File: src/timer0_consts.svh
// Constants for the eight-bit timer with its shared prescaler.
// Assumes inclusion by bare name from the timer design files only.
`ifndef TIMER0_CONSTS_SVH
`define TIMER0_CONSTS_SVH

// Reset and limit values of the count register.
`define T0_COUNT_RST     8'h00
`define T0_COUNT_MAX     8'hFF
`define T0_COUNT_ONE     8'h01

// Reset value of the shared prescaler chain.
`define T0_PRESC_RST     8'h00

// Instruction cycles of increment inhibit after a count write.
`define T0_INHIBIT_CYC   2'h2
`define T0_INHIBIT_NONE  2'h0
`define T0_INHIBIT_STEP  2'h1

// Reset value of the three-flop pin synchroniser.
`define T0_SYNC_RST      3'h0

`endif

File: src/timer0_pkg.sv
// Types shared by the timer, its prescaler and the pin synchroniser.
// Assumes nothing beyond a SystemVerilog compiler.
package timer0_pkg;

  // Phases of one instruction cycle, Gray coded along the ring.
  typedef enum logic [1:0] {
    PH_Q1 = 2'h0,
    PH_Q2 = 2'h1,
    PH_Q3 = 2'h3,
    PH_Q4 = 2'h2
  } phase_t;

  // Configuration bits that software sets for the timer.
  typedef struct packed {
    logic       clock_source_select;
    logic       source_edge_select;
    logic       prescaler_assign;
    logic [2:0] prescale_rate;
  } option_t;

  // Whole state of the timer module.
  typedef struct packed {
    phase_t     phase;
    logic [7:0] count;
    logic [7:0] presc;
    logic [1:0] inhibit;
    logic       pending;
    logic       flag;
    logic       watchdog_tick;
  } timer_state_t;

  // Whole state of the pin synchroniser.
  typedef struct packed {
    logic [2:0] sync;
    logic       level;
    logic       edge_seen;
  } sync_state_t;

endpackage : timer0_pkg

File: src/edge_sync.sv
// Three-flop synchroniser and edge detector for the count input pin.
// Assumes the pin is asynchronous to clock_i.
`timescale 1ns/1ps
`include "timer0_consts.svh"

module edge_sync (
  input  wire logic clock_i,
  input  wire logic rst_n_i,
  input  wire logic pin_i,
  input  wire logic falling_i,
  output logic      edge_o
);

  timer0_pkg::sync_state_t st_r;
  timer0_pkg::sync_state_t st_nxt;
  logic                    agree;

  // The first flop feeds only the second; a new level is taken once
  // the second and third flops agree, and an edge of the selected polarity is flagged.
  always_comb begin
    st_nxt      = st_r;
    st_nxt.sync = {st_r.sync[1:0], pin_i};
    agree       = (st_r.sync[1] == st_r.sync[2]);
    st_nxt.edge_seen = 1'b0;
    if (agree && (st_r.sync[2] != st_r.level)) begin
      st_nxt.level     = st_r.sync[2];
      st_nxt.edge_seen = falling_i ? ~st_r.sync[2] : st_r.sync[2];
    end
  end

  // State register.
  always_ff @(posedge clock_i or negedge rst_n_i) begin
    if (!rst_n_i) begin
      st_r <= '{sync: `T0_SYNC_RST, level: 1'b0, edge_seen: 1'b0};
    end else begin
      st_r <= st_nxt;
    end
  end

  assign edge_o = st_r.edge_seen;

endmodule : edge_sync

File: src/timer0_prescaled.sv
// Eight-bit timer/counter with a prescaler shared with the watchdog.
// Summary of operation
// Eight-bit count register, readable and writable, counting upward.
// Source select clear: increment once per instruction cycle, no prescale.
// After a count write, increments stop for two instruction cycles.
// Source select set: count edges of the external count input.
// One prescaler serves timer or watchdog; assign bit clear gives timer.
// The shared prescaler is an eight-bit divider chain.
// Assigned to timer: eight ratios 1:2 to 1:256 by prescale rate.
// Undivided 1:1 timer rate only while prescaler serves the watchdog.
// Prescaler count is neither readable nor writable by software.
// Timer-assigned prescaler is cleared by every count register write.
// Watchdog-owned prescaler is cleared by the watchdog clear instruction.
// Rollover from FFh to 00h sets the overflow flag until cleared.
// Edge select one counts falling edges, zero counts rising edges.
// Assign bit set routes the prescaler to the watchdog.
// Counter mode samples prescaler output at Q2 and Q4 before counting.
// Timer divide ratio is two to the power of rate plus one.
// Software preloads two counts ahead to cover the write inhibit.
//
// Assumes clock_i is four times the instruction rate (Q1 to Q4 phases),
// control pulses come from logic on clock_i, and the count pin is
// asynchronous.
`timescale 1ns/1ps
`include "timer0_consts.svh"

module timer0_prescaled (
  input  wire logic                  clock_i,
  input  wire logic                  rst_n_i,
  input  wire timer0_pkg::option_t   option_i,
  input  wire logic                  count_wr_i,
  input  wire logic [7:0]            count_wdata_i,
  input  wire logic                  watchdog_clear_instruction_i,
  input  wire logic                  flag_clear_i,
  input  wire logic                  watchdog_base_tick_i,
  input  wire logic                  external_count_input_i,
  output logic [7:0]                 count_register_o,
  output logic                       overflow_flag_o,
  output logic                       watchdog_tick_o
);

  // ****************************************************************
  // Declarations
  // ****************************************************************

  timer0_pkg::timer_state_t st_r;
  timer0_pkg::timer_state_t st_nxt;
  logic                     ext_edge;
  logic                     q4;
  logic                     sample;
  logic                     src_tick;
  logic                     presc_step;
  logic [7:0]               presc_inc;
  logic                     tmr_rise;
  logic                     watchdog_rise;
  logic [2:0]               watchdog_idx;
  logic                     tmr_event;
  logic                     inc;
  logic                     roll;

  // ****************************************************************
  // Count input synchroniser
  // ****************************************************************

  // Edge polarity follows the source edge select bit.
  edge_sync u_edge_sync (
    .clock_i   (clock_i),
    .rst_n_i   (rst_n_i),
    .pin_i     (external_count_input_i),
    .falling_i (option_i.source_edge_select),
    .edge_o    (ext_edge)
  );

  // ****************************************************************
  // Next-state logic
  // ****************************************************************

  // Phase ring, prescaler chain, count register and flag.
  always_comb begin
    st_nxt = st_r;

    // Four phases make one instruction cycle.
    case (st_r.phase)
      timer0_pkg::PH_Q1: st_nxt.phase = timer0_pkg::PH_Q2;
      timer0_pkg::PH_Q2: st_nxt.phase = timer0_pkg::PH_Q3;
      timer0_pkg::PH_Q3: st_nxt.phase = timer0_pkg::PH_Q4;
      timer0_pkg::PH_Q4: st_nxt.phase = timer0_pkg::PH_Q1;
      default:           st_nxt.phase = timer0_pkg::PH_Q1;
    endcase

    q4     = (st_r.phase == timer0_pkg::PH_Q4);
    sample = (st_r.phase == timer0_pkg::PH_Q2) || q4;

    // Counter mode counts pin edges, timer mode instruction cycles.
    src_tick = option_i.clock_source_select ? ext_edge : q4;

    // One prescaler, fed by the timer source or the watchdog base.
    presc_step = option_i.prescaler_assign ? watchdog_base_tick_i
                                           : src_tick;
    presc_inc  = st_r.presc + `T0_COUNT_ONE;
    if (presc_step) begin
      st_nxt.presc = presc_inc;
    end

    // A rise of chain bit N divides by two to the power N plus one.
    tmr_rise = presc_step && !st_r.presc[option_i.prescale_rate]
               && presc_inc[option_i.prescale_rate];

    // The watchdog side runs one step faster, with 1:1 at rate zero.
    watchdog_idx  = option_i.prescale_rate - 3'h1;
    watchdog_rise = (option_i.prescale_rate == 3'h0) ? presc_step
                    : (presc_step && !st_r.presc[watchdog_idx]
                       && presc_inc[watchdog_idx]);

    // Without the prescaler the timer takes every source tick.
    tmr_event = option_i.prescaler_assign ? src_tick
                                          : tmr_rise;
    st_nxt.watchdog_tick = option_i.prescaler_assign && watchdog_rise;

    // Chain clears depend on which side owns the prescaler.
    if (count_wr_i && !option_i.prescaler_assign) begin
      st_nxt.presc = `T0_PRESC_RST;
    end
    if (watchdog_clear_instruction_i && option_i.prescaler_assign) begin
      st_nxt.presc = `T0_PRESC_RST;
    end

    // Counter mode holds the event until the next Q2 or Q4 sample.
    inc = 1'b0;
    if (option_i.clock_source_select) begin
      if (sample) begin
        inc            = st_r.pending;
        st_nxt.pending = tmr_event;
      end else begin
        st_nxt.pending = st_r.pending || tmr_event;
      end
    end else begin
      inc            = tmr_event;
      st_nxt.pending = 1'b0;
    end

    // Inhibit runs down one step at the end of each instruction cycle.
    if (st_r.inhibit != `T0_INHIBIT_NONE) begin
      inc = 1'b0;
      if (q4) begin
        st_nxt.inhibit = st_r.inhibit - `T0_INHIBIT_STEP;
      end
    end

    // A write wins over an increment in the same cycle.
    roll = 1'b0;
    if (count_wr_i) begin
      st_nxt.count   = count_wdata_i;
      st_nxt.inhibit = `T0_INHIBIT_CYC;
      st_nxt.pending = 1'b0;
    end else if (inc) begin
      st_nxt.count = st_r.count + `T0_COUNT_ONE;
      roll         = (st_r.count == `T0_COUNT_MAX);
    end

    // Rollover sets the flag; a set beats a clear in the same cycle.
    st_nxt.flag = (st_r.flag && !flag_clear_i) || roll;
  end

  // ****************************************************************
  // State register
  // ****************************************************************

  // The prescaler count stays internal, with no port to read it.
  always_ff @(posedge clock_i or negedge rst_n_i) begin
    if (!rst_n_i) begin
      st_r <= '{phase:    timer0_pkg::PH_Q1,
                count:    `T0_COUNT_RST,
                presc:    `T0_PRESC_RST,
                inhibit:  `T0_INHIBIT_NONE,
                pending:  1'b0,
                flag:     1'b0,
                watchdog_tick: 1'b0};
    end else begin
      st_r <= st_nxt;
    end
  end

  // Outputs come straight from the state register.
  assign count_register_o = st_r.count;
  assign overflow_flag_o  = st_r.flag;
  assign watchdog_tick_o  = st_r.watchdog_tick;

  // ****************************************************************
  // Assertions
  // ****************************************************************

  // A write shows in the count register one edge later.
  a_write_loads: assert property (
    @(posedge clock_i) disable iff (!rst_n_i)
    count_wr_i |=> (count_register_o == $past(count_wdata_i)))
    else $error("count write not loaded");

  // Two instruction cycles after a write the count does not move.
  a_write_inhibit: assert property (
    @(posedge clock_i) disable iff (!rst_n_i)
    (count_wr_i && st_r.phase == timer0_pkg::PH_Q1)
    ##1 (!count_wr_i) [*8] |-> $stable(count_register_o))
    else $error("count moved during write inhibit");

  // Timer mode without prescaler steps once per instruction cycle.
  a_timer_rate: assert property (
    @(posedge clock_i) disable iff (!rst_n_i)
    (!option_i.clock_source_select && option_i.prescaler_assign
     && q4 && st_r.inhibit == `T0_INHIBIT_NONE && !count_wr_i)
    |=> (count_register_o == $past(count_register_o) + `T0_COUNT_ONE))
    else $error("timer did not step at end of cycle");

  // Timer mode without prescaler never steps outside Q4.
  a_timer_q4_only: assert property (
    @(posedge clock_i) disable iff (!rst_n_i)
    (!option_i.clock_source_select && !q4 && !count_wr_i)
    |=> $stable(count_register_o))
    else $error("timer stepped outside Q4");

  // Rollover from FFh to 00h raises the flag with it.
  a_flag_on_roll: assert property (
    @(posedge clock_i) disable iff (!rst_n_i)
    (count_register_o == `T0_COUNT_MAX && !count_wr_i)
    ##1 (count_register_o == `T0_COUNT_RST) |-> overflow_flag_o)
    else $error("rollover did not set the flag");

  // The flag holds until software clears it.
  a_flag_sticky: assert property (
    @(posedge clock_i) disable iff (!rst_n_i)
    (overflow_flag_o && !flag_clear_i) |=> overflow_flag_o)
    else $error("overflow flag dropped by itself");

  // A write clears a timer-owned prescaler.
  a_presc_wr_clr: assert property (
    @(posedge clock_i) disable iff (!rst_n_i)
    (count_wr_i && !option_i.prescaler_assign)
    |=> (st_r.presc == `T0_PRESC_RST))
    else $error("write left prescaler uncleared");

  // The watchdog clear empties a watchdog-owned prescaler.
  a_presc_wdt_clr: assert property (
    @(posedge clock_i) disable iff (!rst_n_i)
    (watchdog_clear_instruction_i && option_i.prescaler_assign)
    |=> (st_r.presc == `T0_PRESC_RST))
    else $error("watchdog clear left prescaler uncleared");

  // A timer event with the prescaler lands where chain bit rate rises.
  a_div_ratio: assert property (
    @(posedge clock_i) disable iff (!rst_n_i)
    (tmr_event && !option_i.prescaler_assign)
    |-> ((presc_inc & ((8'h02 << option_i.prescale_rate) - 8'h01))
         == (8'h01 << option_i.prescale_rate)))
    else $error("timer event off the divide boundary");

  // In counter mode the count moves only after a Q2 or Q4 sample.
  a_counter_sample: assert property (
    @(posedge clock_i) disable iff (!rst_n_i)
    (option_i.clock_source_select && !count_wr_i && !sample)
    |=> $stable(count_register_o))
    else $error("counter moved outside Q2 or Q4");

  // A write arms the two-cycle inhibit.
  a_write_arms_inhibit: assert property (
    @(posedge clock_i) disable iff (!rst_n_i)
    count_wr_i |=> (st_r.inhibit == `T0_INHIBIT_CYC))
    else $error("count write did not arm the inhibit");

  // While the inhibit runs, only a write moves the count.
  a_inhibit_holds: assert property (
    @(posedge clock_i) disable iff (!rst_n_i)
    (st_r.inhibit != `T0_INHIBIT_NONE && !count_wr_i)
    |=> $stable(count_register_o))
    else $error("count moved while inhibited");

  // Each prescaler step adds one to the chain unless a clear hits it.
  a_presc_steps: assert property (
    @(posedge clock_i) disable iff (!rst_n_i)
    (presc_step && !count_wr_i && !watchdog_clear_instruction_i)
    |=> (st_r.presc == $past(st_r.presc) + `T0_COUNT_ONE))
    else $error("prescaler chain did not step");

  // A timer-owned prescaler sends no ticks to the watchdog.
  a_watchdog_gated: assert property (
    @(posedge clock_i) disable iff (!rst_n_i)
    !option_i.prescaler_assign |=> !watchdog_tick_o)
    else $error("watchdog ticked without the prescaler");

  // At rate zero a watchdog-owned prescaler passes every base tick.
  a_watchdog_direct: assert property (
    @(posedge clock_i) disable iff (!rst_n_i)
    (option_i.prescaler_assign && option_i.prescale_rate == 3'h0
     && watchdog_base_tick_i)
    |=> watchdog_tick_o)
    else $error("watchdog base tick was not passed on");

  // A clear drops the flag unless a rollover lands in the same cycle.
  a_flag_clears: assert property (
    @(posedge clock_i) disable iff (!rst_n_i)
    (flag_clear_i && count_register_o != `T0_COUNT_MAX)
    |=> !overflow_flag_o)
    else $error("flag clear was ignored");

endmodule : timer0_prescaled

File: config.mk
export PLATFORM = sky130hd
export DESIGN_NAME = timer0_prescaled
export DESIGN_NICKNAME = d
export VERILOG_FILES = /design/src/timer0_pkg.sv /design/src/edge_sync.sv /design/src/timer0_prescaled.sv
export VERILOG_INCLUDE_DIRS = /design/src /design/src/src
export SDC_FILE = /design/constraint.sdc
export NUM_CORES = 1
export LEC_CHECK = 0
export BUFFER_PORTS_ARGS = -buffer_cell sky130_fd_sc_hd__buf_2
export CAP_MARGIN = 10
export CORE_MARGIN = 2
export CORE_UTILIZATION = 40
export CTS_BUF_LIST = sky130_fd_sc_hd__clkbuf_8 sky130_fd_sc_hd__clkbuf_16
export CTS_CLUSTER_DIAMETER = 200
export DETAILED_ROUTE_END_ITERATION = 7
export PLACE_DENSITY = 0.66
export SYNTH_ARGS = -nofsm -noshare
export SYNTH_HDL_FRONTEND = slang
export SYNTH_HIERARCHICAL = 1
export SYNTH_SLANG_ARGS = --single-unit
File: constraint.sdc
create_clock -name clock_i -period 4.8 [get_ports clock_i]
set_input_delay 0.24 -clock clock_i [delete_from_list [all_inputs] [get_ports clock_i]]
set_output_delay 0.24 -clock clock_i [all_outputs]
set_load 0.01 [all_outputs]
==> results of run 1 <==
flip-flops by register name (all words and copies together) (netlist names):
signal,cells
u_edge_sync/st_r,2
overflow_flag_o,1
u_edge_sync/edge_o,1
st_r,13
watchdog_tick_o,1
u_edge_sync/st_nxt,2
count_register_o,8
worst paths after layout:
| path | startpoint | endpoint | slack [ns] | cells past startpoint |
|---|---|---|---|---|
| worst min-delay path | rst_n_i | st_r[22] | -0.03 | 1 |
| worst min register to register | u_edge_sync/st_nxt[3] | u_edge_sync/st_nxt[4] | 0.35 | 0 |
| min in group clock_i | external_count_input_i | u_edge_sync/st_nxt[3] | 0.07 | 1 |
| worst max-delay path | st_r[5] | count_register_o[7] | 2.56 | 7 |
| worst max register to register | st_r[5] | count_register_o[7] | 2.56 | 7 |
| max in group asynchronous | rst_n_i | u_edge_sync/edge_o | 4.40 | 1 |
where the power goes:
part / internal [mW] / switching, mW
clock network: 0.0734 / 0.0724
registers: 0.249 / 0.0149
logic: 0.0349 / 0.0483
total: 0.357 / 0.136
worst max-delay path: stages, from the launching register on:
cell and delay [ns]:
dfrtp_1 0.47, ha_1 0.32, nand4bb_1 0.13, o221ai_1 0.17, o311ai_1 0.17, o211a_1 0.34, or4b_1 0.49, nand3_1 0.09
through the flow:
| step | cells | power, mW | cell area (um^2) | utilization | hold slack (ns) |
|---|---|---|---|---|---|
| floorplan | 198 | 0.329 | 1800 | - | -0.0556 |
| global placement | 267 | 0.351 | 1910 | 0.438 | 0.301 |
| detailed placement | 267 | 0.352 | 1910 | 0.438 | 0.314 |
| CTS | 271 | 0.502 | 1960 | 0.451 | 0.00164 |
| global route | 271 | 0.527 | 1960 | 0.451 | 0.0248 |
| finish | 271 | 0.493 | 1960 | 0.451 | -0.0258 |
cells in the mapped netlist (2+ instances only):
master,number,area share
and3_1,4,0.014
dfrtp_1,28,0.39
or2_2,2,0.0070
xor2_1,5,0.024
nand4bb_1,3,0.019
buf_4,9,0.038
o21ai_0,13,0.036
a31oi_1,6,0.021
nor2_1,21,0.044
nand2b_1,4,0.014
nor3_1,3,0.0084
nand3_1,11,0.031
nor4b_1,2,0.0098
a21oi_1,2,0.0056
o221ai_1,2,0.0098
mux2i_1,2,0.011
o211ai_1,3,0.013
o21ai_1,2,0.0056
nand2_1,17,0.036
or3_1,2,0.0070
nand4_1,5,0.017
nor2b_1,2,0.0070
nor4_2,2,0.014
xnor2_1,4,0.019
inv_1,11,0.023
ha_1,9,0.063
buf_6,2,0.013
final cells by class:
class,count,share of cell area
Clock buffer,4,0.0280
Tap cell,52,0.0331
Timing Repair Buffer,30,0.0765
Multi-Input combinational cell,144,0.481
Sequential cell,28,0.357
Inverter,13,0.0249
layer usage:
metal  up-vias  track usage  part of all wire
li1        741            -                 -
met1       691        0.214              0.47
met2        39        0.261              0.47
met3         4       0.0313             0.044
met4         0       0.0294            0.0062
met5         -            0                 0
cells by family after synthesis:
kind of cell / share of synthesized area
compound gates: 0.142
xor+xnor: 0.0439
fa+ha+maj: 0.0689
buf+inv: 0.0849
flops: 0.390
mux: 0.0111
simple gates: 0.259
==> results.cfg, run 1 <==
[run_status]
outcome = complete, but fails checks
violations = negative hold slack

[critical_path]
startpoint_type = flop
end_kind = flop
worstSetupPathType = reg -> reg
worstPathArrival_ns = 2.46
worstPathRequired_ns = 5.02
crit_fanout = 11

[yosys]
synth_async_sr_flop_share = 1.00
yosysSeqAreaShare = 0.390
yosysWarnings = 6
synth_seq_cells = 28
synth_fp_nets = 228
syn-cell-area_mm2 = 0.00180
synth_cells = 198
synth_cell_type_count = 49
synth_edf_count = 0
syn_avg_cell_area_um2 = 9.07
ys.flop_type = dfrtp_1

[clock_network]
cts_tree = done
path_clk_slew_ns = 0.10
cts_setup_buffers = 0
cts.path.max_buffers = 2
clock-root-buffer = clkbuf_8
cts_hold_buffers = 0
cts_sinks = 28
worstSkewPairLatency_ns = 0.28
cts_buffers = 3
ctsResizeCount = 0
htreeDepth = 1

[floorplan]
die_height_um = 71.0
core-area_mm2 = 0.00435
ios = 31
die_x_um = 71.0
initial_core_util = 0.413
dieArea_mm2 = 0.00504
num_rows = 24

[drt]
initialDrtViolationCount = 66
drt_wl_total_mm = 3.57
via_per_inst = 5.44
firstDrtPassIters = 4
vias = 1475
postRouteAntennaNets = 0
wl_per_cell_um = 13.2
drc = 0

[timing]
rsz0062_at_grt = false
tightest_slew_ns = 0.658
final.setup.tns_ns = 0
hold_violations = 28
finalCriticalPeriod_ns = 2.24
drv_slew = 0
timing.final.crit_share = 0.466
fin_skew_ns = 0.0114
fmax_ghz = 0.447
slew_headroom = 0.558
hold_slack_ns = -0.0258
setup_slack_ns = 2.56
setup_violations = 0

[power]
powerDensity_mw_per_mm2 = 251
leakage_nw = 0.872
vdd_drop_max_uv = 109

[place]
port-buffer-count = 30
dp_hpwl_mm = 2.66
dp_slack_ns = 2.59
gp_congestion = 0.777

[grt]
grt_use_total = 0.156
antenna_found_initial = 0
grt_max_degree = 29
first_global_vias = 1442
grt_overflow_total = 0
grt_pass1_wl_mm = 6.49

[min_path]
min_path_type = in -> async

[finish]
area_growth_pct = 9.26
final_common_cell = buf_2
drive_gt1_frac = 0.196
layout_common_cells = buf_2, dfrtp_1, nor2_1
fill_cells = 420
layout.nets = 250
seqCellArea_um2 = 701
multi_input_area_um2 = 943
antenna_cells = 0

[flow_run]
maxCapViolCount = 0
No activity file was read; power rests on OpenSTA's default activity.
==> inputs of run 2 (changes only) <==
- clock period: 4.8 -> 2.2 ns (I/O delays scaled with it)
==> results.cfg, run 2 (synthesis results as in run 1) <==
[min_path]
min_path_type = in -> reg

[timing]
timing.final.crit_share = 0.912
final.setup.tns_ns = 0
fmax_ghz = 0.498
drv_slew = 0
finalCriticalPeriod_ns = 2.01
tightest_slew_ns = 0.649
slew_headroom = 0.567
hold_violations = 0
rsz0062_at_grt = false
fin_skew_ns = 0.0130
setup_violations = 0

[critical_path]
rrSetupSlack_ns = 0.19
startpoint_type = flop
crit-reg2reg-capture = count_register_o[1]
worst-path-buf-inv = 2
worstPathRequired_ns = 2.36
crit_family = compound AO/OA/AOI/OAI gates
crit_path_cell_trace = buf_4 -> nand3_4 -> o31a_2 -> nor4_2 -> o211a_2 -> buf_4 -> o21ai_0 -> o22a_1
crit_top_cell = buf_4
setup.worst_path.end = count_register_o[1]
cpPeakStageDelay_ns = 0.38
worstSetupPathType = reg -> reg
worst-path-stages = 8
crit_slowest_cell = dfrtp_1
ff2ff_path_depth = 8
startpoint = st_r[5]
crit_fanout = 9
worstPathArrival_ns = 2.16
reg2reg_from = st_r[5]
end_kind = flop

[clock_network]
clock-root-buffer = clkbuf_8
cts_sinks = 28
htreeDepth = 1
cts_buffers = 3
cts.path.max_buffers = 2
path_clk_slew_ns = 0.09
cts_tree = done
worstSkewPairLatency_ns = 0.27

[power]
vdd_drop_max_uv = 230
leakage_nw = 0.901
powerDensity_mw_per_mm2 = 513

[drt]
postRouteAntennaNets = 0
via_per_inst = 5.43
wl_met1_mm = 1.63
initialDrtViolationCount = 80
vias = 1515
drc = 0
topRoutingLayerUsed = met4
wl_met3_um = 144
firstDrtPassIters = 4
drt_wl_total_mm = 3.60
wl_per_cell_um = 12.9
met2_length_mm = 1.80

[floorplan]
ios = 31
die_x_um = 71.0
initial_core_util = 0.413
num_rows = 24
die_height_um = 71.0
dieArea_mm2 = 0.00504
core-area_mm2 = 0.00435

[finish]
layout_common_cells = buf_2, dfrtp_1, nor2_1
drive_gt1_frac = 0.242
area_growth_pct = 13.9
antenna_cells = 0
largest_register_ffs = 13
top_register = st_r
layout.nets = 259
final_common_cell = buf_2
instances_no_fill = 279

[run_status]
outcome = finished, final reports clean

[grt]
grt_pass1_wl_mm = 6.52
first_global_vias = 1467
grt_max_degree = 29
grt_use_total = 0.157
grt_overflow_total = 0
antenna_found_initial = 0

[place]
gp_congestion = 0.797
dp_hpwl_mm = 2.70
port-buffer-count = 30
numPlacedInstances = 272

[flow_run]
maxCapViolCount = 0
run 2: area by class of cell:
class,instances,area [um^2]
Fill cell,422,2310
Multi-Input combinational cell,144,966
Sequential cell,28,702
Timing Repair Buffer,39,223
Tap cell,52,65.1
Inverter,13,48.8
Clock buffer,3,41.3
run 2: routing by layer:
| metal | global-route usage | up-vias |
|---|---|---|
| li1 | - | 755 |
| met1 | 0.205 | 727 |
| met2 | 0.273 | 29 |
| met5 | 0 | - |
| met3 | 0.0328 | 4 |
| met4 | 0.0273 | 0 |
run 2: what timing repair did:
item | in CTS | in global routing
buffers inserted | 0 | 2
hold buffers | 2 | 0
endpoints found under the hold margin | 29 | 0
resized for setup | 0 | 7
endpoints found under the setup margin | 0 | 8
run 2: where the power goes:
group | internal [mW] | total (mW) | switching (mW)
combinational | 0.0955 | 0.210 | 0.115
clock | 0.123 | 0.269 | 0.147
sequential | 0.543 | 0.570 | 0.0268
run 2: how the worst min path moves through the flow:
stage | start | endpoint | slack (ns) | cells past startpoint
after floorplan | rst_n_i | count_register_o[0] | -0.19 | 0
after global placement | rst_n_i | st_r[4] | 0.17 | 1
after detailed placement | rst_n_i | st_r[4] | 0.17 | 1
after CTS | flag_clear_i | overflow_flag_o | 0.0009 | 2
after global routing | flag_clear_i | overflow_flag_o | 0.01 | 2
final | flag_clear_i | overflow_flag_o | 0.005 | 2
run 2: worst register-to-register path, delay by kind of cell (launching register included):
kind                   cells  cell delay (ns)
AOI/OAI and AO/OA          4             0.91
buffers and inverters      2             0.28
DFF                        1             0.38
and+or+nand+nor            2             0.33
run 2: stage by stage:
step,power [mW],util,hold slack (ns),worst slack [ns],cell area (um^2)
CTS,1.05,0.461,0.000867,0.0578,2010
global route,1.12,0.470,0.0114,0.0183,2050
global placement,0.777,0.447,0.168,0.118,1950
detailed placement,0.779,0.447,0.167,0.0728,1950
finish,1.05,0.470,0.00509,0.193,2050
floorplan,0.718,-,-0.186,0.190,1800
==> inputs of run 3 (changes only) <==
- CELL_PAD_IN_SITES_DETAIL_PLACEMENT: default -> 2
- CELL_PAD_IN_SITES_GLOBAL_PLACEMENT: default -> 2
- CORE_UTILIZATION: 40 -> 34
- PLACE_DENSITY: 0.66 -> 0.85
==> results.cfg, run 3 (synthesis results as in run 1) <==
[critical_path]
startpoint_type = flop
crit_fanout = 6
worstPathRequired_ns = 2.34
worstPathArrival_ns = 2.38
end_kind = flop
worstSetupPathType = reg -> reg

[drt]
wl_per_cell_um = 22.2
via_per_inst = 5.73
vias = 1747
drt_wl_total_mm = 6.76
postRouteAntennaNets = 0
drc = 0
initialDrtViolationCount = 102
firstDrtPassIters = 4

[clock_network]
htreeDepth = 1
cts_buffers = 3
path_clk_slew_ns = 0.10
cts.path.max_buffers = 2
cts_sinks = 28
clock-root-buffer = clkbuf_8
cts_tree = done
worstSkewPairLatency_ns = 0.28

[grt]
antenna_found_initial = 0
grt_overflow_total = 0
first_global_vias = 1798
grt_pass1_wl_mm = 9.21
grt_max_degree = 29
grt_use_total = 0.196

[place]
dp_slack_ns = 0.0301
gp_congestion = 0.788
numPlacedInstances = 292
port-buffer-count = 30
placed_area_mm2 = 0.00198
dp_hpwl_mm = 3.97

[timing]
drv_slew = 0
setup_slack_ns = -0.0370
slew_headroom = 0.575
final.setup.tns_ns = -0.108
fin_skew_ns = 0.00771
finalCriticalPeriod_ns = 2.24
hold_violations = 0
timing.final.crit_share = 1.02
tightest_slew_ns = 0.638
fmax_ghz = 0.447
rsz0062_at_grt = true
setup_violations = 4

[run_status]
outcome = complete, but fails checks
violations = negative setup slack

[floorplan]
die_height_um = 76.7
initial_core_util = 0.352
ios = 31
num_rows = 26
dieArea_mm2 = 0.00588
core-area_mm2 = 0.00511
die_x_um = 76.7

[power]
vdd_drop_max_uv = 337
powerDensity_mw_per_mm2 = 558
leakage_nw = 0.962

[finish]
antenna_cells = 0
layout_common_cells = buf_2, dfrtp_1, nor2_1
drive_gt1_frac = 0.294
largest_register_ffs = 13
layout.nets = 266
top_register = st_r
stdcell_area_mm2 = 0.00226
finish.utilization = 0.443
area_growth_pct = 25.9
fill_cells = 582
instances_no_fill = 305
final_common_cell = buf_2

[min_path]
min_path_type = in -> reg

[flow_run]
maxCapViolCount = 0
run 3: cell types whose count changed in the layout (fill, tap and decap cells not counted), sizes merged:
cell and change:
buf +5, bufinv +1, dlygate4sd3 +1, o211a +1
run 3: what timing repair did:
item | in CTS | in global routing
setup buffers | 2 | 3
endpoints found under the setup margin | 3 | 7
hold buffers | 2 | 1
cloned | 0 | 1
endpoints found under the hold margin | 29 | 1
gates resized for setup | 1 | 22
pin swaps | 1 | 10
run 3: area by class of cell:
type | instances | area (um^2) | share of cell area
Tap cell | 70 | 87.6 | 0.0387
Clock buffer | 3 | 41.3 | 0.0183
Multi-Input combinational cell | 145 | 1060 | 0.470
Inverter | 13 | 48.8 | 0.0216
Timing Repair Buffer | 45 | 287 | 0.127
Clock inverter | 1 | 30.0 | 0.0133
Sequential cell | 28 | 706 | 0.312
run 3: path summary, 6_finish.rpt:
| kind | start | endpoint | slack [ns] | cells after the start |
|---|---|---|---|---|
| max in group asynchronous | rst_n_i | st_r[9] | 1.36 | 2 |
| worst max-delay path | st_r[10] | count_register_o[2] | -0.04 | 7 |
| worst min-delay path | count_wdata_i[7] | count_register_o[7] | 0.05 | 3 |
| min in group asynchronous | rst_n_i | st_r[6] | 0.40 | 2 |
| worst max register to register | st_r[10] | count_register_o[2] | -0.04 | 7 |
| worst min register to register | u_edge_sync/st_nxt[3] | u_edge_sync/st_nxt[4] | 0.36 | 0 |
run 3: power by group:
part | switching (mW) | total, mW | internal [mW]
clock network | 0.171 | 0.415 | 0.244
registers | 0.0353 | 0.578 | 0.543
logic | 0.155 | 0.268 | 0.113
run 3: layer usage:
layer	vias to the layer above	share of wire	wire, um	global-route usage
met5	-	0	0	0
met4	0	0.029	196	0.0436
met3	18	0.037	253	0.0353
met2	59	0.51	3440	0.354
met1	896	0.42	2870	0.243
li1	774	-	-	-
run 3: metrics by stage:
| stage | total power [mW] | hold WS (ns) |
|---|---|---|
| 2_1_floorplan | 0.718 | -0.186 |
| 4_1_cts | 1.23 | 0.0000890 |
| 3_5_place_dp | 0.798 | 0.184 |
| 6_report | 1.26 | 0.0459 |
| 5_1_grt | 1.32 | 0.0428 |
| 3_3_place_gp | 0.784 | 0.184 |
run 3: worst max-delay path, stage by stage, from the launching register on:
cell	delay, ns
dfrtp_2	0.49
nand2_1	0.16
o31a_4	0.40
nor4_4	0.42
o211ai_1	0.21
buf_4	0.22
nand4_1	0.11
a31oi_1	0.10
